===== config.mk =====
export PLATFORM = sky130hd
export DESIGN_NAME = pbs_sram
export DESIGN_NICKNAME = d
export VERILOG_FILES = /design/src/pbs_pkg.sv /design/src/pbs_fifo.sv /design/src/pbs_sram.sv
export SDC_FILE = /design/constraint.sdc
export NUM_CORES = 2
export LEC_CHECK = 0
export ABC_AREA = 1
export BUFFER_PORTS_ARGS = -buffer_cell sky130_fd_sc_hd__buf_2
export CORE_MARGIN = 1
export CORE_UTILIZATION = 60
export CTS_BUF_LIST = sky130_fd_sc_hd__clkbuf_4 sky130_fd_sc_hd__clkbuf_8
export DETAILED_ROUTE_END_ITERATION = 10
export PLACE_DENSITY = 0.76
export SYNTH_ARGS = -nofsm -noshare
export SYNTH_HDL_FRONTEND = slang
export SYNTH_SLANG_ARGS = --single-unit
export TNS_END_PERCENT = 30

===== constraint.sdc =====
create_clock -name clk -period 3 [get_ports clk]
set_clock_uncertainty 0.2 [all_clocks]
set_input_delay 0.6 -clock clk [delete_from_list [all_inputs] [get_ports clk]]
set_output_delay 0.6 -clock clk [all_outputs]
set_load 0.01 [all_outputs]

===== src/pbs_pkg.sv =====
// constants shared by the burst sram access block and its write queue
package pbs_pkg;
  localparam int DQ_W = 32;
  localparam int LANES = 4;
  localparam int LANE_DQ_W = 8;
  localparam int WORD_W = DQ_W + LANES;
  localparam int ADDR_W = 4;
  localparam int MEM_DEPTH = 16;
  localparam int BURST_W = 2;
  localparam int QUEUE_DEPTH = 8;
  localparam int QUEUE_W = ADDR_W + LANES + WORD_W;
  localparam logic MODE_LINEAR = 1'b0;
  localparam logic [1:0] SYNC_RST_LOW = 2'h0;
  localparam logic [1:0] SYNC_RST_HIGH = 2'h3;
  localparam logic [BURST_W-1:0] BEAT_FIRST = 2'h0;
  localparam logic [BURST_W-1:0] BEAT_STEP = 2'h1;
endpackage


===== src/pbs_fifo.sv =====
// flip-flop fifo with valid/ready on both sides
module pbs_fifo #(
  parameter int WIDTH = 8,
  parameter int DEPTH = 8
) (
  input wire logic clk,
  input wire logic rst_n,
  input wire logic in_valid,
  output logic in_ready,
  input wire logic [WIDTH-1:0] in_data,
  output logic out_valid,
  input wire logic out_ready,
  output logic [WIDTH-1:0] out_data
);
  localparam int PW = $clog2(DEPTH);
  localparam int CW = $clog2(DEPTH + 1);

  typedef struct packed {
    logic [DEPTH-1:0][WIDTH-1:0] mem;
    logic [PW-1:0] wr;
    logic [PW-1:0] rd;
    logic [CW-1:0] cnt;
  } pbs_fifo_t;

  pbs_fifo_t s_ff;
  pbs_fifo_t nxt_s;
  logic push;
  logic pop;

  // honest flags straight from the occupancy count
  assign in_ready = (s_ff.cnt != CW'(DEPTH));
  assign out_valid = (s_ff.cnt != '0);
  assign out_data = s_ff.mem[s_ff.rd];
  assign push = in_valid & in_ready;
  assign pop = out_valid & out_ready;

  // pointer wrap is explicit so depth need not be a power of two
  always_comb begin
    nxt_s = s_ff;
    if (push) begin
      nxt_s.mem[s_ff.wr] = in_data;
      nxt_s.wr = (s_ff.wr == PW'(DEPTH - 1)) ? '0 : s_ff.wr + PW'(1);
    end
    if (pop) begin
      nxt_s.rd = (s_ff.rd == PW'(DEPTH - 1)) ? '0 : s_ff.rd + PW'(1);
    end
    nxt_s.cnt = s_ff.cnt + CW'(push) - CW'(pop);
  end

  always_ff @(posedge clk) begin
    if (!rst_n) begin
      s_ff <= '0;
    end else begin
      s_ff <= nxt_s;
    end
  end
endmodule


===== src/pbs_sram.sv =====
// pipelined zero-wait burst sram access logic with byte-lane writes

module pbs_sram (
  input wire logic clk,
  input wire logic rst_n,
  input wire logic clock_qualify_n,
  input wire logic chip_select_1_n,
  input wire logic chip_select_2,
  input wire logic chip_select_3_n,
  input wire logic advance_load,
  input wire logic write_enable_n,
  input wire logic [pbs_pkg::LANES-1:0] byte_lane_select_n,
  input wire logic [pbs_pkg::ADDR_W-1:0] addr,
  input wire logic output_enable_n,
  input wire logic burst_order,
  input wire logic sleep_request,
  input wire logic [pbs_pkg::DQ_W-1:0] dq_in,
  output logic [pbs_pkg::DQ_W-1:0] dq_out,
  output logic dq_oe,
  input wire logic [pbs_pkg::LANES-1:0] parity_lines_in,
  output logic [pbs_pkg::LANES-1:0] parity_lines_out,
  output logic parity_lines_oe,
  output logic wr_queue_ready,
  output logic sleeping
);
  localparam int AW = pbs_pkg::ADDR_W;
  localparam int WW = pbs_pkg::WORD_W;
  localparam int LN = pbs_pkg::LANES;
  localparam int BW = pbs_pkg::BURST_W;
  localparam int DW = pbs_pkg::LANE_DQ_W;
  localparam int LW = pbs_pkg::LANE_DQ_W + 1;

  typedef struct packed {
    logic [1:0] slp;
    logic [1:0] oe_n;
    logic [1:0] mode;
    logic active;
    logic burst_wr;
    logic [AW-1:0] base;
    logic [BW-1:0] beat;
    logic a_vld;
    logic a_wr;
    logic [AW-1:0] a_addr;
    logic [LN-1:0] a_lanes;
    logic b_vld;
    logic b_wr;
    logic [AW-1:0] b_addr;
    logic [LN-1:0] b_lanes;
    logic drive;
    logic [WW-1:0] dout;
    logic [pbs_pkg::MEM_DEPTH-1:0][WW-1:0] mem;
  } pbs_state_t;

  pbs_state_t s_ff;
  pbs_state_t nxt_s;

  logic selected;
  logic run;
  logic q_in_valid;
  logic q_in_ready;
  logic [pbs_pkg::QUEUE_W-1:0] q_in_data;
  logic q_out_valid;
  logic q_out_ready;
  logic [pbs_pkg::QUEUE_W-1:0] q_out_data;
  logic [AW-1:0] q_addr;
  logic [LN-1:0] q_lanes;
  logic [WW-1:0] q_word;
  logic [WW-1:0] in_word;
  logic [WW-1:0] rd_word;
  logic [LN-1:0] lane_mask;
  logic [WW-1:0] bit_mask;
  logic [WW-1:0] fwd_mask;

  // a word is laid out lane by lane: parity bit above its eight data bits
  function automatic logic [WW-1:0] pack_word(
    input logic [pbs_pkg::DQ_W-1:0] d,
    input logic [LN-1:0] p
  );
    logic [WW-1:0] w;
    w = '0;
    for (int i = 0; i < LN; i++) begin
      w[i*LW +: LW] = {p[i], d[i*DW +: DW]};
    end
    return w;
  endfunction

  // next beat address within the aligned group of four
  function automatic logic [AW-1:0] beat_addr(
    input logic [AW-1:0] base,
    input logic [BW-1:0] beat,
    input logic mode
  );
    logic [AW-1:0] a;
    a = base;
    if (mode == pbs_pkg::MODE_LINEAR) begin
      a[BW-1:0] = base[BW-1:0] + beat;
    end else begin
      a[BW-1:0] = base[BW-1:0] ^ beat;
    end
    return a;
  endfunction

  // per-lane bit mask, one lane per loop pass
  assign lane_mask = q_lanes;
  for (genvar g = 0; g < LN; g++) begin : g_mask
    assign bit_mask[g*LW +: LW] = {LW{lane_mask[g]}};
    assign fwd_mask[g*LW +: LW] = {LW{s_ff.b_lanes[g]}};
  end

  assign selected = !chip_select_1_n && chip_select_2 && !chip_select_3_n;
  assign sleeping = s_ff.slp[1];
  assign run = !sleeping && !clock_qualify_n;
  assign in_word = pack_word(dq_in, parity_lines_in);
  assign {q_addr, q_lanes, q_word} = q_out_data;

  // write data enters the queue at the second edge after the command
  assign q_in_valid = run && s_ff.b_vld && s_ff.b_wr
    && (s_ff.b_lanes != '0);
  assign q_in_data = {s_ff.b_addr, s_ff.b_lanes, in_word};
  assign wr_queue_ready = q_in_ready;
  // the array is not written while asleep, so stored data survives
  assign q_out_ready = !sleeping;

  // read bypass: a queued write to the same word is not yet in the array
  always_comb begin
    rd_word = s_ff.mem[s_ff.a_addr];
    if (q_out_valid && q_addr == s_ff.a_addr) begin
      rd_word = (rd_word & ~bit_mask) | (q_word & bit_mask);
    end
    // a read right behind a write to the same word takes the bus data
    // being captured now, so back-to-back commands stay coherent
    if (s_ff.b_vld && s_ff.b_wr && s_ff.b_addr == s_ff.a_addr) begin
      rd_word = (rd_word & ~fwd_mask) | (in_word & fwd_mask);
    end
  end

  pbs_fifo #(
    .WIDTH(pbs_pkg::QUEUE_W),
    .DEPTH(pbs_pkg::QUEUE_DEPTH)
  ) u_wr_queue (
    .clk(clk),
    .rst_n(rst_n),
    .in_valid(q_in_valid),
    .in_ready(q_in_ready),
    .in_data(q_in_data),
    .out_valid(q_out_valid),
    .out_ready(q_out_ready),
    .out_data(q_out_data)
  );

  // pipeline: command edge -> stage a -> stage b / output register
  always_comb begin
    nxt_s = s_ff;
    // async pins pass two flops; the strap is static so delay is harmless
    nxt_s.slp = {s_ff.slp[0], sleep_request};
    nxt_s.oe_n = {s_ff.oe_n[0], output_enable_n};
    nxt_s.mode = {s_ff.mode[0], burst_order};
    // drain one queued write per cycle, selected lanes only
    if (q_out_valid && q_out_ready) begin
      nxt_s.mem[q_addr] = (s_ff.mem[q_addr] & ~bit_mask)
        | (q_word & bit_mask);
    end
    if (sleeping) begin
      // stages a and b and the output drive are abandoned; queued writes are kept
      nxt_s.active = 1'b0;
      nxt_s.a_vld = 1'b0;
      nxt_s.b_vld = 1'b0;
      nxt_s.drive = 1'b0;
    end else if (run) begin
      // stage a moves on to stage b every qualified edge
      nxt_s.b_vld = s_ff.a_vld;
      nxt_s.b_wr = s_ff.a_wr;
      nxt_s.b_addr = s_ff.a_addr;
      nxt_s.b_lanes = s_ff.a_lanes;
      // output register: read data one edge after the command
      nxt_s.drive = s_ff.a_vld && !s_ff.a_wr;
      nxt_s.dout = rd_word;
      // a new command is decoded on every qualified edge with advance_load low
      if (!advance_load) begin
        if (selected) begin
          nxt_s.active = 1'b1;
          nxt_s.burst_wr = !write_enable_n;
          nxt_s.base = addr;
          nxt_s.beat = pbs_pkg::BEAT_FIRST;
          nxt_s.a_vld = 1'b1;
          nxt_s.a_wr = !write_enable_n;
          nxt_s.a_addr = addr;
          nxt_s.a_lanes = ~byte_lane_select_n;
        end else begin
          // deselect: next output edge releases the bus
          nxt_s.active = 1'b0;
          nxt_s.a_vld = 1'b0;
        end
      end else if (s_ff.active) begin
        // advance: chip selects and write strobe are not looked at
        nxt_s.beat = s_ff.beat + pbs_pkg::BEAT_STEP;
        nxt_s.a_vld = 1'b1;
        nxt_s.a_wr = s_ff.burst_wr;
        nxt_s.a_addr = beat_addr(s_ff.base,
          s_ff.beat + pbs_pkg::BEAT_STEP, s_ff.mode[1]);
        nxt_s.a_lanes = ~byte_lane_select_n;
      end else begin
        // advance while deselected just continues the deselect
        nxt_s.a_vld = 1'b0;
      end
    end
  end

  // synchronous reset leaves the device deselected with the bus released
  always_ff @(posedge clk) begin
    if (!rst_n) begin
      s_ff <= '0;
      s_ff.oe_n <= pbs_pkg::SYNC_RST_HIGH;
      s_ff.mode <= pbs_pkg::SYNC_RST_HIGH;
      s_ff.slp <= pbs_pkg::SYNC_RST_LOW;
    end else begin
      s_ff <= nxt_s;
    end
  end

  // drive only for read data, gated by the enable and by sleep
  always_comb begin
    for (int i = 0; i < LN; i++) begin
      dq_out[i*DW +: DW] = s_ff.dout[i*LW +: DW];
      parity_lines_out[i] = s_ff.dout[i*LW + DW];
    end
  end

  // write cycles never set drive, so the bus is free for write data
  assign dq_oe = s_ff.drive && !s_ff.oe_n[1] && !sleeping;
  assign parity_lines_oe = dq_oe;
endmodule


==> results_dict.tcl <==
set metrics [dict create \
    cp_num_buf_inv 8 \
    hpwl_mm 106 \
    crit-reg2reg-capture "s_ff[322]" \
    cp-end-kind "flip-flop" \
    worstSetupStartpointType "flip-flop" \
    synth-seq-area-share_pct 35.9 \
    syn-num-nets 9378 \
    max_clock_freq_mhz 342 \
    min_to "u_wr_queue.s_ff[8]" \
    worstPathCellList "buf_4, nand3_1, nand2_4, inv_2, nor2_8, buf_12, inv_2, nor2_4, buf_12, buf_12, buf_4, nand3_1, nand2_1, inv_1" \
    status "finished clean" \
    grt_first_pass_wirelength_mm 299 \
    hold_path.class "in -> reg" \
    io_pins 95 \
    clk_pin_slew_ns 0.06 \
    layout_setup_ws_ns 0.0756 \
    cp_data_arrival_time_ns 3.50 \
    start_util_pct 60.9 \
    synth_enable_flop_cells 0 \
    final_layout_size_suffix_gt1_share_pct 8.55 \
    gp_congestion 0.869 \
    hold_depth 6 \
    die_h_um 308 \
    detail-route-antenna-nets 0 \
    worstSkewPairLatency_ns 0.89 \
    num_vias 61000 \
    tns_ns 0 \
    worst_path_most_repeated_cell "buf_12" \
    powerDensity_nw_per_um2 1000 \
    ys_warn_count 0 \
    die_area_um2 94900 \
    hp-start "clock_qualify_n" \
    slowest_stage "dfxtp_2" \
    fin_nets 9174 \
    clockRootBuffer "clkbuf_8" \
    worstMarginPinSlew_ns 0.938 \
    firstDrtPassIters 10 \
    tritoncts "yes" \
    power_leakage_nw 31.0 \
    reg2regPathDepth 14 \
    rows 111 \
    path_delay_family "buffers and inverters" \
    fp.dieW_um 308 \
    cp.required_ns 3.58 \
    core_um2 92200 \
    critPathMaxStageDelay_ns 0.43 \
    synth.distinct_cells 41 \
    synthToLayoutAreaGrowth_pct 11.9 \
    holdWs_ns 0.0802 \
    synth_cells 9311 \
    vias_per_cell 5.81 \
    r2r_slack_ns 0.08 \
    synthFlopType "dfxtp_1" \
    crit_path_max_fanout 21 \
    min_period_ns 2.92 \
    maxSlewHeadroom_pct 37.5 \
    irDropWorstVdd_mv 1.28 \
    drt_iter0_drc 8374 \
    drv_slew 0 \
    drc 0 \
    syn_avg_cell_area_um2 6.04 \
    synth_area_um2 56200 \
    synthArstFlopShare_pct 0 \
    routedWlPerCell_um 18.4 \
    antenna_found_initial 7 \
    overflow 0 \
    maxCapViolations 0 \
    min_period_over_period_pct 97.5 \
    ys_ff_latch 1009 \
    wl_mm 193 \
    fin_util_pct 68.2 \
    numClockSinks 1009 \
    grt_max_degree 186 \
    r2r-start "u_wr_queue.s_ff[6]" \
    port-buffer-count 94 \
    cts_max_path_buffers 3 \
    critPathKind "reg -> reg" \
    hold_viol 0 \
    rsz0062_at_grt "true" \
    cts_max_level 4 \
    cts_buffers 174 \
    dp_slack_ns -0.0341 \
    grt_pass1_vias 54900 \
    grt_usage_pct 39.3 \
    setup_violations 0 \
]
-- logic make-up after synthesis --
group / share of synthesized area [%]
AND/OR/NAND/NOR: 38.6
buffers and inverters: 11.7
XOR/XNOR: 0.0623
flip-flops: 35.9
adder cells (fa/ha/maj): 0.281
AO/OA/AOI/OAI: 13.4
-- registers in the layout (all words and copies together), names as in the netlist --
| name | count |
|---|---|
| s_ff | 599 |
| u_wr_queue.s_ff | 362 |
| dq_out | 32 |
| fwd_mask | 4 |
| parity_lines_out | 4 |
| q_in_data | 4 |
| nxt_s | 3 |
| sleeping | 1 |
-- stage by stage --
step	area [um2]	cells	power (mW)
after floorplan	56200	9311	37.3
after global placement	57700	10100	46.2
after detailed placement	57700	10100	46.7
after CTS	62100	10500	60.6
after global routing	62900	10500	66.1
final	62900	10500	62.9
-- Yosys cell counts (2+ instances only) --
cell | number | area [um2]
inv_1 | 760 | 2850
nor2_2 | 6 | 37.5
buf_2 | 223 | 1120
nand3_2 | 5 | 50.1
nand3_4 | 3 | 52.6
clkbuf_1 | 401 | 1510
clkinv_1 | 7 | 26.3
o22ai_1 | 52 | 325
xnor2_1 | 2 | 17.5
o21ai_0 | 901 | 4510
o21ai_1 | 5 | 25.0
nand3_1 | 1003 | 5020
nor2_8 | 3 | 60.1
buf_6 | 6 | 67.6
inv_4 | 3 | 18.8
inv_2 | 16 | 60.1
buf_4 | 81 | 608
nand2_2 | 2 | 12.5
or2_2 | 4 | 25.0
a21oi_1 | 241 | 1210
o21ai_2 | 36 | 315
o221ai_1 | 112 | 981
o211ai_1 | 18 | 135
dfxtp_1 | 1009 | 20200
nor2_4 | 15 | 169
buf_1 | 87 | 327
a31oi_1 | 3 | 18.8
nand3b_1 | 36 | 270
ha_1 | 11 | 138
nor2_1 | 2031 | 7620
xor2_1 | 2 | 17.5
and2_1 | 3 | 18.8
nand2_1 | 2216 | 8320
-- cell usage in the layout, fill, tap and decap left out, types with 6 or more instances in the layout --
cell and n:
nand2_1 2215, nand3_4 8, nand3_1 999, buf_2 93, clkinv_2 20, o21ai_1 6, clkbuf_4 54, diode_2 7
buf_6 8, clkbuf_8 226, o22ai_1 52, inv_1 758, a21oi_1 241, ha_1 11, nor2_4 26, nor2_1 2026
o21ai_0 900, buf_12 101, dfxtp_1 1002, o221ai_1 112, buf_4 150, o211ai_1 18, inv_8 6, inv_2 13
nand3b_1 36, o21ai_4 33, dlygate4sd3_1 55
-- worst max path at each step --
| stage | startpoint | endpoint | slack, ns | cells after the start |
|---|---|---|---|---|
| after floorplan | clock_qualify_n | u_wr_queue.s_ff[261] | 0.50 | 11 |
| after global placement | u_wr_queue.s_ff[4] | s_ff[125] | 0.02 | 16 |
| after detailed placement | u_wr_queue.s_ff[4] | s_ff[125] | -0.03 | 16 |
| after CTS | u_wr_queue.s_ff[4] | s_ff[474] | -0.02 | 16 |
| after global routing | u_wr_queue.s_ff[4] | s_ff[307] | -0.05 | 15 |
| final | u_wr_queue.s_ff[6] | s_ff[322] | 0.08 | 14 |
-- power by group --
group / switching [mW] / leakage (nW) / internal, mW
Clock: 6.09 / 2.02 / 7.51
Combinational: 22.3 / 20.8 / 9.65
Sequential: 1.71 / 8.16 / 15.7
-- tightest hold or removal path: stages --
cell     delay [ns]
buf_2          0.10
nor2_4         0.04
inv_2          0.04
nor2_1         0.03
nand3_1        0.19
a21oi_1        0.10
-- final cells by class --
type | count | area, um2
multi-input cells | 6718 | 29800
fillers | 8293 | 29300
flip-flops and latches | 1009 | 20200
repair buffers | 418 | 4530
clock buffers | 279 | 3500
inverters | 786 | 2990
well taps | 1243 | 1560
clock inverters | 33 | 273
diodes | 7 | 17.5
-- what timing repair did --
item                                    in CTS  in global routing
endpoints found under the setup margin      99                537
hold endpoints to repair                   338                  0
gates cloned                                 1                  4
setup buffers                                2                 23
pin swaps                                    1                 23
resized for setup                           10                 44
hold buffers                                55                  0
-- metal layers --
| metal | global-route usage, % | wire length [um] | part of all wire [%] |
|---|---|---|---|
| met1 | 51.4 | 75300 | 39 |
| met2 | 61.8 | 85300 | 44 |
| met4 | 18.3 | 8350 | 4.3 |
| met3 | 8.37 | 24400 | 13 |
| met5 | 0 | 23 | 0.012 |
(Power assumes the default switching activity.)
